**config.mk**
```make
export PLATFORM = sky130hd
export DESIGN_NAME = adcs_serial_if
export DESIGN_NICKNAME = d
export VERILOG_FILES = /design/src/adcs_pkg.sv /design/src/adcs_serial_if.sv /design/src/adcs_fifo.sv /design/src/adcs_clk_src.sv
export SDC_FILE = /design/constraint.sdc
export NUM_CORES = 1
export LEC_CHECK = 0
export ABC_AREA = 1
export BUFFER_PORTS_ARGS = -buffer_cell sky130_fd_sc_hd__buf_2
export CORE_MARGIN = 3
export CORE_UTILIZATION = 35
export CTS_CLUSTER_SIZE = 8
export DETAILED_ROUTE_END_ITERATION = 10
export GPL_TIMING_DRIVEN = 1
export HOLD_SLACK_MARGIN = 0.03
export PLACE_DENSITY_LB_ADDON = 0.15
export SLEW_MARGIN = 5
export SYNTH_ARGS = -nofsm -noshare
export SYNTH_HDL_FRONTEND = slang
export SYNTH_SLANG_ARGS = --single-unit
```
**constraint.sdc**
```tcl
create_clock -name clk -period 3.5 [get_ports clk]
set_input_delay 0.35 -clock clk [delete_from_list [all_inputs] [get_ports clk]]
set_output_delay 0.35 -clock clk [all_outputs]
set_load 0.01 [all_outputs]
```
**src/adcs_pkg.sv**
```systemverilog
// Constants and types shared by the serial conversion interface
package adcs_pkg;

  // ----------------------------------------
  // Clock and timing
  // ----------------------------------------
  localparam int unsigned CLK_NS = 10;
  localparam int unsigned CONV_60_NS = 133_000_000;
  localparam int unsigned CONV_50_NS = 160_000_000;
  localparam int unsigned CONV_SIM_NS = 147_000_000;
  localparam int unsigned EXT_CONV_TICKS = 20510;
  localparam int unsigned SCK_DIV = 8;
  localparam int unsigned FRAME_BITS = 32;
  localparam int unsigned DOUT_INT_NS = 1_670_000;
  localparam int unsigned DOUT_SIM_NS = 1_830_000;
  localparam int unsigned TICK_INT_CYC = DOUT_INT_NS / (CLK_NS * SCK_DIV * FRAME_BITS);
  localparam int unsigned TICK_SIM_CYC = DOUT_SIM_NS / (CLK_NS * SCK_DIV * FRAME_BITS);
  localparam int unsigned EXT_MIN_HZ = 2560;
  localparam int unsigned EXT_DET_NS = 1_000_000_000 / EXT_MIN_HZ;
  localparam int unsigned FIFO_DEPTH = 16;

  // ----------------------------------------
  // Counter limits and reset values
  // ----------------------------------------
  localparam logic [5:0] CNT_LAST = 6'h20;
  localparam logic [5:0] CNT_PRE_LAST = 6'h1f;
  localparam logic [1:0] HALF_LAST = 2'h3;
  localparam logic MODE_INTERNAL = 1'b1;

  // ----------------------------------------
  // Types
  // ----------------------------------------
  typedef struct packed {
    logic sign_bit;
    logic [23:0] magnitude;
    logic [4:0] sub_lsb;
  } adcs_result_t;

  typedef struct packed {
    logic eoc_n;
    logic dummy_frame_bit;
    adcs_result_t result;
  } adcs_frame_t;

  typedef enum logic [2:0] {
    ST_CONV = 3'b001,
    ST_SLEEP = 3'b010,
    ST_DOUT = 3'b100
  } adcs_state_t;

endpackage

```
**src/adcs_serial_if.sv**
```systemverilog
// Serial output interface and conversion-cycle control of the converter
//
// What this block does
// Internal oscillator: convert 133 ms select low, 160 ms high, 147 ms variant.
// External conversion clock: one conversion takes 20510 of its cycles.
// Sleep until serial clock rises with chip select low, then output data.
// Internal serial clock is the conversion clock divided by 8, driven out.
// Internal clock: output lasts while select low, at most 32 serial clocks.
// External conversion clock with internal serial clock: at most 256 periods.
// External serial clock: output lasts while select low, at most 32 clocks.
// Each result bit is shifted out at a serial clock falling edge.
// Clock mode taken at power-up and every select fall: high internal.
// Internal mode drives the clock pin; external mode the host drives it.
// Output state sends the previous result serially, most significant first.
// Chip select high puts the data output into high impedance.
// Select low in convert or sleep shows done flag: high busy, low done.
// Select rising during output aborts transfer and starts a new conversion.
// Select held low gives continuous conversion at the full rate.
// Four modes: external or internal clock, single cycle or two-wire.
// External conversion clock of 2560 Hz or more replaces the oscillator.
// Frame: done flag, zero dummy, sign, 24-bit result, five sub-LSB bits.
// After the 32nd falling edge (external clock) or the 32nd rising edge (internal clock) the data output goes high.
// With select high, external clock pulses do not touch the shift register.
// Host samples on rising edges, 32 of them per frame.
// Result captured as done flag falls and held unchanged through sleep.
`timescale 1ns/1ns
module adcs_serial_if
  import adcs_pkg::*;
#(
  parameter logic [31:0] CONV_60_CYC = 32'(CONV_60_NS / CLK_NS),
  parameter logic [31:0] CONV_50_CYC = 32'(CONV_50_NS / CLK_NS),
  parameter logic [31:0] CONV_SIM_CYC = 32'(CONV_SIM_NS / CLK_NS),
  parameter logic [31:0] EXT_DET_CYC = 32'(EXT_DET_NS / CLK_NS),
  parameter int unsigned DEPTH = FIFO_DEPTH
) (
  input wire logic clk,
  input wire logic rst_n,
  input wire logic cs_n,
  input wire logic sck_i,
  output logic sck_o,
  output logic sck_oe,
  output logic sdo_o,
  output logic sdo_oe,
  input wire logic rejection_select,
  input wire logic variant_simul,
  input wire logic res_valid,
  output logic res_ready,
  input wire adcs_result_t res_data,
  output logic sck_mode_internal,
  output logic ext_clock_present,
  output adcs_state_t state
);

  // ----------------------------------------
  // Declarations
  // ----------------------------------------
  localparam int unsigned RW = $bits(adcs_result_t);

  adcs_state_t st;
  adcs_state_t next_st;
  adcs_frame_t frame;
  logic [RW-1:0] fifo_q;
  logic fifo_valid;
  logic ctick;
  logic int_mode;
  logic mode_init;
  logic cs_q;
  logic sck_q;
  logic cs_fall;
  logic ext_rise;
  logic ext_fall;
  logic half_end;
  logic int_rise;
  logic rise;
  logic fall;
  logic step;
  logic conv_done;
  logic [1:0] half_cnt;
  logic [5:0] bit_cnt;
  logic [31:0] conv_cnt;
  logic [31:0] conv_lim;

  // ----------------------------------------
  // Submodules
  // ----------------------------------------
  adcs_fifo #(
    .WIDTH(RW),
    .DEPTH(DEPTH)
  ) u_fifo (
    .clk(clk),
    .rst_n(rst_n),
    .in_valid(res_valid),
    .in_ready(res_ready),
    .in_data(res_data),
    .out_valid(fifo_valid),
    .out_ready(conv_done),
    .out_data(fifo_q)
  );

  adcs_clk_src #(
    .DET_CYC(EXT_DET_CYC)
  ) u_clk_src (
    .clk(clk),
    .rst_n(rst_n),
    .rejection_select(rejection_select),
    .variant_simul(variant_simul),
    .ctick(ctick),
    .ext_present(ext_clock_present)
  );

  // ----------------------------------------
  // Pin edges
  // ----------------------------------------
  assign cs_fall = cs_q & ~cs_n;
  assign ext_rise = ~int_mode & ~cs_n & sck_i & ~sck_q;
  assign ext_fall = ~int_mode & ~cs_n & ~sck_i & sck_q;
  assign half_end = int_mode & ~cs_n & ~cs_fall & ctick & (half_cnt == HALF_LAST)
                    & (st != ST_CONV);
  assign int_rise = half_end & ~sck_o;
  assign rise = ext_rise | int_rise;
  assign fall = ext_fall | (half_end & sck_o);

  always_ff @(posedge clk) begin
    if (!rst_n) begin
      cs_q <= 1'b1;
      sck_q <= 1'b1;
    end else begin
      cs_q <= cs_n;
      sck_q <= sck_i;
    end
  end

  // ----------------------------------------
  // Serial clock mode
  // ----------------------------------------
  // The level on the clock pin is caught on the first edge after reset.
  always_ff @(posedge clk) begin
    if (!rst_n) begin
      int_mode <= MODE_INTERNAL;
      mode_init <= 1'b0;
    end else if (!mode_init || cs_fall) begin
      int_mode <= sck_i;
      mode_init <= 1'b1;
    end
  end

  assign sck_mode_internal = int_mode;

  // ----------------------------------------
  // Conversion timer
  // ----------------------------------------
  always_comb begin
    if (ext_clock_present) begin
      conv_lim = 32'(EXT_CONV_TICKS) - 32'h1;
    end else if (variant_simul) begin
      conv_lim = CONV_SIM_CYC - 32'h1;
    end else if (rejection_select) begin
      conv_lim = CONV_50_CYC - 32'h1;
    end else begin
      conv_lim = CONV_60_CYC - 32'h1;
    end
  end

  assign step = ext_clock_present ? ctick : 1'b1;
  // A result missing from the FIFO stretches the conversion
  assign conv_done = (st == ST_CONV) && (conv_cnt >= conv_lim) && fifo_valid;

  always_ff @(posedge clk) begin
    if (!rst_n) begin
      conv_cnt <= '0;
    end else if (st != ST_CONV) begin
      conv_cnt <= '0;
    end else if (step && conv_cnt < conv_lim) begin
      conv_cnt <= conv_cnt + 32'h1;
    end
  end

  // ----------------------------------------
  // State machine
  // ----------------------------------------
  always_comb begin
    next_st = st;
    unique case (st)
      ST_CONV: begin
        if (conv_done) begin
          next_st = ST_SLEEP;
        end
      end
      ST_SLEEP: begin
        if (rise) begin
          next_st = ST_DOUT;
        end
      end
      ST_DOUT: begin
        if (cs_n) begin
          next_st = ST_CONV;
        end else if (int_mode && int_rise && bit_cnt == CNT_PRE_LAST) begin
          next_st = ST_CONV;
        end else if (!int_mode && ext_fall && bit_cnt == CNT_LAST) begin
          next_st = ST_CONV;
        end
      end
    endcase
  end

  always_ff @(posedge clk) begin
    if (!rst_n) begin
      st <= ST_CONV;
      state <= ST_CONV;
    end else begin
      st <= next_st;
      state <= next_st;
    end
  end

  // ----------------------------------------
  // Internal serial clock
  // ----------------------------------------
  always_ff @(posedge clk) begin
    if (!rst_n) begin
      half_cnt <= '0;
    end else if (st == ST_CONV || cs_n || !int_mode) begin
      half_cnt <= '0;
    end else if (ctick) begin
      half_cnt <= half_cnt + 2'h1;
    end
  end

  always_ff @(posedge clk) begin
    if (!rst_n) begin
      sck_o <= 1'b1;
      sck_oe <= 1'b0;
    end else begin
      // No drive before the power-up mode has been taken from the pin
      sck_oe <= int_mode & mode_init & ~cs_n & ~cs_fall;
      if (cs_fall) begin
        sck_o <= 1'b0;
      end else if (half_end) begin
        sck_o <= ~sck_o;
      end
    end
  end

  // ----------------------------------------
  // Rising edge count
  // ----------------------------------------
  always_ff @(posedge clk) begin
    if (!rst_n) begin
      bit_cnt <= '0;
    end else if (next_st != ST_DOUT) begin
      bit_cnt <= '0;
    end else if (rise) begin
      bit_cnt <= bit_cnt + 6'h01;
    end
  end

  // ----------------------------------------
  // Output shift register
  // ----------------------------------------
  always_ff @(posedge clk) begin
    if (!rst_n) begin
      frame <= '0;
    end else if (conv_done) begin
      frame.eoc_n <= 1'b0;
      frame.dummy_frame_bit <= 1'b0;
      frame.result <= adcs_result_t'(fifo_q);
    end else if (st == ST_DOUT && next_st == ST_DOUT && fall) begin
      frame <= adcs_frame_t'({frame[FRAME_BITS-2:0], 1'b1});
    end
  end

  // ----------------------------------------
  // Data output pin
  // ----------------------------------------
  always_ff @(posedge clk) begin
    if (!rst_n) begin
      sdo_o <= 1'b1;
      sdo_oe <= 1'b0;
    end else begin
      sdo_oe <= ~cs_n;
      if (next_st == ST_CONV) begin
        sdo_o <= 1'b1;
      end else if (next_st == ST_SLEEP) begin
        sdo_o <= 1'b0;
      end else if (fall) begin
        sdo_o <= frame[FRAME_BITS-2];
      end
    end
  end
endmodule

```
**src/adcs_fifo.sv**
```systemverilog
// Result FIFO between the modulator and the output shift register
`timescale 1ns/1ns
module adcs_fifo #(
  parameter int unsigned WIDTH = 30,
  parameter int unsigned DEPTH = 16
) (
  input wire logic clk,
  input wire logic rst_n,
  input wire logic in_valid,
  output logic in_ready,
  input wire logic [WIDTH-1:0] in_data,
  output logic out_valid,
  input wire logic out_ready,
  output logic [WIDTH-1:0] out_data
);
  localparam int unsigned AW = $clog2(DEPTH);
  localparam logic [AW:0] FULL_CNT = (AW+1)'(DEPTH);

  logic [WIDTH-1:0] mem [DEPTH];
  logic [AW-1:0] wr_ptr;
  logic [AW-1:0] rd_ptr;
  logic [AW:0] count;
  logic [AW:0] next_count;
  logic push;
  logic pop;

  assign push = in_valid & in_ready;
  assign pop = out_valid & out_ready;
  assign out_valid = (count != '0);
  assign out_data = mem[rd_ptr];

  always_comb begin
    next_count = count;
    if (push && !pop) begin
      next_count = count + 1'b1;
    end else if (pop && !push) begin
      next_count = count - 1'b1;
    end
  end

  always_ff @(posedge clk) begin
    if (push) begin
      mem[wr_ptr] <= in_data;
    end
  end

  always_ff @(posedge clk) begin
    if (!rst_n) begin
      wr_ptr <= '0;
      rd_ptr <= '0;
      count <= '0;
      in_ready <= 1'b1;
    end else begin
      if (push) begin
        wr_ptr <= wr_ptr + 1'b1;
      end
      if (pop) begin
        rd_ptr <= rd_ptr + 1'b1;
      end
      count <= next_count;
      in_ready <= (next_count != FULL_CNT);
    end
  end
endmodule

```
**src/adcs_clk_src.sv**
```systemverilog
// Conversion clock source: internal oscillator or external clock detect
`timescale 1ns/1ns
module adcs_clk_src
  import adcs_pkg::*;
#(
  parameter logic [31:0] DET_CYC = 32'(EXT_DET_NS / CLK_NS),
  parameter logic [15:0] TICK_A = 16'(TICK_INT_CYC),
  parameter logic [15:0] TICK_B = 16'(TICK_SIM_CYC)
) (
  input wire logic clk,
  input wire logic rst_n,
  input wire logic rejection_select,
  input wire logic variant_simul,
  output logic ctick,
  output logic ext_present
);
  logic rs_q;
  logic rs_rise;
  logic recent;
  logic [31:0] det_cnt;
  logic [15:0] int_cnt;
  logic [15:0] tick_lim;

  assign rs_rise = rejection_select & ~rs_q;
  assign tick_lim = variant_simul ? TICK_B - 16'h0001 : TICK_A - 16'h0001;

  // ----------------------------------------
  // External clock detect
  // ----------------------------------------
  // Two rising edges within the window are needed, so a mere level change
  // of the select input is not taken for a clock.
  always_ff @(posedge clk) begin
    if (!rst_n) begin
      rs_q <= 1'b0;
      recent <= 1'b0;
      det_cnt <= '0;
      ext_present <= 1'b0;
    end else begin
      rs_q <= rejection_select;
      if (rs_rise) begin
        ext_present <= recent;
        recent <= 1'b1;
        det_cnt <= '0;
      end else if (det_cnt >= DET_CYC - 32'h1) begin
        recent <= 1'b0;
        ext_present <= 1'b0;
      end else begin
        det_cnt <= det_cnt + 32'h1;
      end
    end
  end

  // ----------------------------------------
  // Conversion clock tick
  // ----------------------------------------
  always_ff @(posedge clk) begin
    if (!rst_n) begin
      int_cnt <= '0;
      ctick <= 1'b0;
    end else begin
      if (ext_present || int_cnt >= tick_lim) begin
        int_cnt <= '0;
      end else begin
        int_cnt <= int_cnt + 16'h0001;
      end
      ctick <= ext_present ? rs_rise : (int_cnt >= tick_lim);
    end
  end
endmodule

```
==> out/qor.yml <==
outcome: "finished clean"
hold_viol: 0
synth_area_per_cell_um2: 11.0
dp_hpwl_um: 38400
path_class: "flip-flop to flip-flop"
max_freq_ghz: 0.335
drc: 0
hold_path_class: "primary input to flip-flop"
reg2reg_from: "u_clk_src.ext_present"
ant_nets: 0
async_flop_share_pct: 0
drive_gt1_share_pct: 9.88
synth_ff_type: "edfxtp_1"
path_cells: "inv_1 -> nand2_1 -> nor2_1 -> inv_1 -> ha_1 -> nand2_1 -> nor2_1 -> nand3_1 -> nand2_1 -> nand2_1 -> nand2_1 -> nand2_1 -> nand2_2 -> nand3_4 -> inv_2 -> buf_4 -> nand3_1 -> o211ai_1 -> o21ai_1 -> nor2_1"
wl_per_cell_um: 20.0
yosysWarnings: 0
r2r.worst_path.cells: 20
leakagePower_nw: 10.2
synth_largest_area_cell: "edfxtp_1"
timing.reg2reg.setup_slack_ns: 0.52
viasPerCell: 5.20
post-route-period-util_pct: 85.2
crit_fanout: 28
slowest_stage: "buf_4"
clk_latency_ns: 0.63
synth_area_leaders: "edfxtp_1 (56%), dfxtp_1 (12%), o21ai_0 (5.9%), nor2_1 (5.7%), nand2_1 (4.0%)"
yosys.cell_types.count: 47
placementRows: 99
tightestPinTransition_ns: 0.898
synth-seq-cells: 632
period_minus_slack_ns: 2.98
min_path_cells: 1
grt_pass1_vias: 17300
n_fill_cell: 6940
drv_slew: 0
finalSetupViolCount: 0
irDropWorstVdd_mv: 0.301
startpoint_type: "flip-flop"
slew-limit-headroom_pct: 40.1
rsz0062_at_grt: "false"
finish.instance_area_um2: 30000
seq_area_frac_synth_pct: 67.4
clk_pin_slew_ns: 0.05
syn-cell-area_um2: 25900
final_common_cell: "edfxtp_1"
hp-start: "res_data[5]"
cp.required_ns: 4.05
io_pins: 47
final_core_util_pct: 41.0
endpoint_kind: "flip-flop"
vias: 17900
drv_cap: 0
coreArea_um2: 73100
start_util_pct: 35.4
cts-buffers-inserted: 89
post_synth_inst_count: 2360
min_to: "u_fifo.mem[0][5]"
crit_top_cell: "nand2_1"
setup_tns_ns: 0
die_w_um: 278
r2r_end: "frame[11]"
cts-root-buf: "clkbuf_16"
grt_pass1_wl_um: 105000
htreeDepth: 3
dieArea_um2: 77200
final_cell_mix: "edfxtp_1 (480), nor2_1 (377), o21ai_0 (306), nand2_1 (279), dfxtp_1 (149)"
overflow: 0
drt_wl_total_um: 68800
cts.sinks: 632
dieHeight_um: 278
power_per_cell_area_nw_per_um2: 546
final.setup_skew_ns: 0.0261
port_buffers: 46
place.gp.congestion: 0.806
critPathMaxStageDelay_ns: 0.34
crit_arrival_ns: 3.53
grt_max_degree: 121
antenna_found_initial: 3
synth-edff-count: 480
areaGrowthSynthToFinish_pct: 15.8
synth_top_cell_area_share_pct: 55.7
grt_util_all_layers_pct: 17.5
post_dp_cell_area_um2: 27500
drt_first_iter_violations: 1197
cts_tree: "done"
fin_nets: 2511
firstDrtPassIters: 7
cts_buffer_depth: 3
-- worst max-delay path, delay by kind of cell, from the launching register on --
kind | cells | cell delay (ns)
buffers and inverters | 4 | 0.87
and+or+nand+nor | 13 | 1.22
DFF | 1 | 0.30
AOI/OAI and AO/OA | 2 | 0.18
adders and majority gates | 1 | 0.30
-- how the worst max path moves through the flow --
stage	start	endpoint	slack, ns	depth (start not counted)
floorplan	u_fifo.in_ready	u_fifo.mem[0][0]	1.03	4
global placement	variant_simul	frame[13]	0.51	21
detailed placement	variant_simul	frame[11]	0.40	21
CTS	u_clk_src.ext_present	frame[11]	0.49	20
global route	u_clk_src.ext_present	frame[11]	0.1	20
finish	u_clk_src.ext_present	frame[11]	0.52	20
-- cell usage after synthesis, drive strengths merged (4+ instances only) --
cell type and instances:
edfxtp 480, nor2 395, o21ai 335, nand2 285, dfxtp 152, inv 138, o22ai 94, nand3 87
clkbuf 81, a21oi 62, buf 46, o221ai 41, ha 36, nor3 28, xor2 20, nand4 16
xnor2 12, nor4 9, nor3b 6, o211ai 6, o211a 5, or2 4
-- report_power, final --
group / internal, mW / total [mW] / switching [mW]
Clock: 4.71 / 7.79 / 3.08
Combinational: 0.0958 / 0.385 / 0.289
Sequential: 8.16 / 8.19 / 0.0304
Total: 13.0 / 16.4 / 3.40
-- sequential cells by signal, summed over array words and instances, names as in the netlist, 2 cells and up, named ones only --
| signal | count |
|---|---|
| u_fifo.wr_ptr | 4 |
| u_fifo.mem | 480 |
| u_fifo.count | 5 |
| u_fifo.rd_ptr | 4 |
| bit_cnt | 6 |
| frame | 31 |
| u_clk_src.det_cnt | 32 |
| conv_cnt | 32 |
| st | 3 |
| half_cnt | 2 |
| u_clk_src.int_cnt | 16 |
-- per-layer routing --
metal  share of wire (%)  track usage [%]  routed length [µm]  vias up
met5               0.017                0                  12        -
met4                 1.9             5.36                1340        2
met3                 5.5             3.30                3810       98
met2                  46             28.1               31700      441
met1                  46             24.3               31900     8846
li1                    -                -                   -     8521
-- logic make-up after synthesis --
group / after synthesis / synth area share, %
XOR/XNOR: 32 / 1.08
AO/OA/AOI/OAI: 557 / 12.1
AND/OR/NAND/NOR: 836 / 13.4
buffers and inverters: 266 / 4.20
flip-flops: 632 / 67.4
other: 1 / 0.0145
adder cells (fa/ha/maj): 36 / 1.74
-- layout make-up --
class	count	area, µm²	share of cell area, %
sequential	632	17500	58.3
multi-input combinational	1467	7480	24.9
tap	959	1200	4.00
inverter	139	528	1.76
clock inverter	6	77.6	0.259
clock buffer	127	2410	8.05
timing repair buffer	109	811	2.70
antenna	2	5.00	0.0167
-- per-stage QoR --
stage          total power, mW  worst slack [ns]  hold slack, ns  std cells
2_1_floorplan             8.51              1.03           0.408       2365
3_3_place_gp              8.71             0.513           0.415       3303
3_5_place_dp              8.72             0.400           0.419       3303
4_1_cts                   16.6             0.489          0.0547       3439
5_1_grt                   16.9            0.0959          0.0815       3439
6_report                  16.4             0.519           0.105       3441
-- timing repair --
item,in CTS,in global routing
hold buffers,3,0
setup buffers,0,0
endpoints found under the hold margin,5,0
resized for setup,0,0
Power figures use the tool's default switching activity.
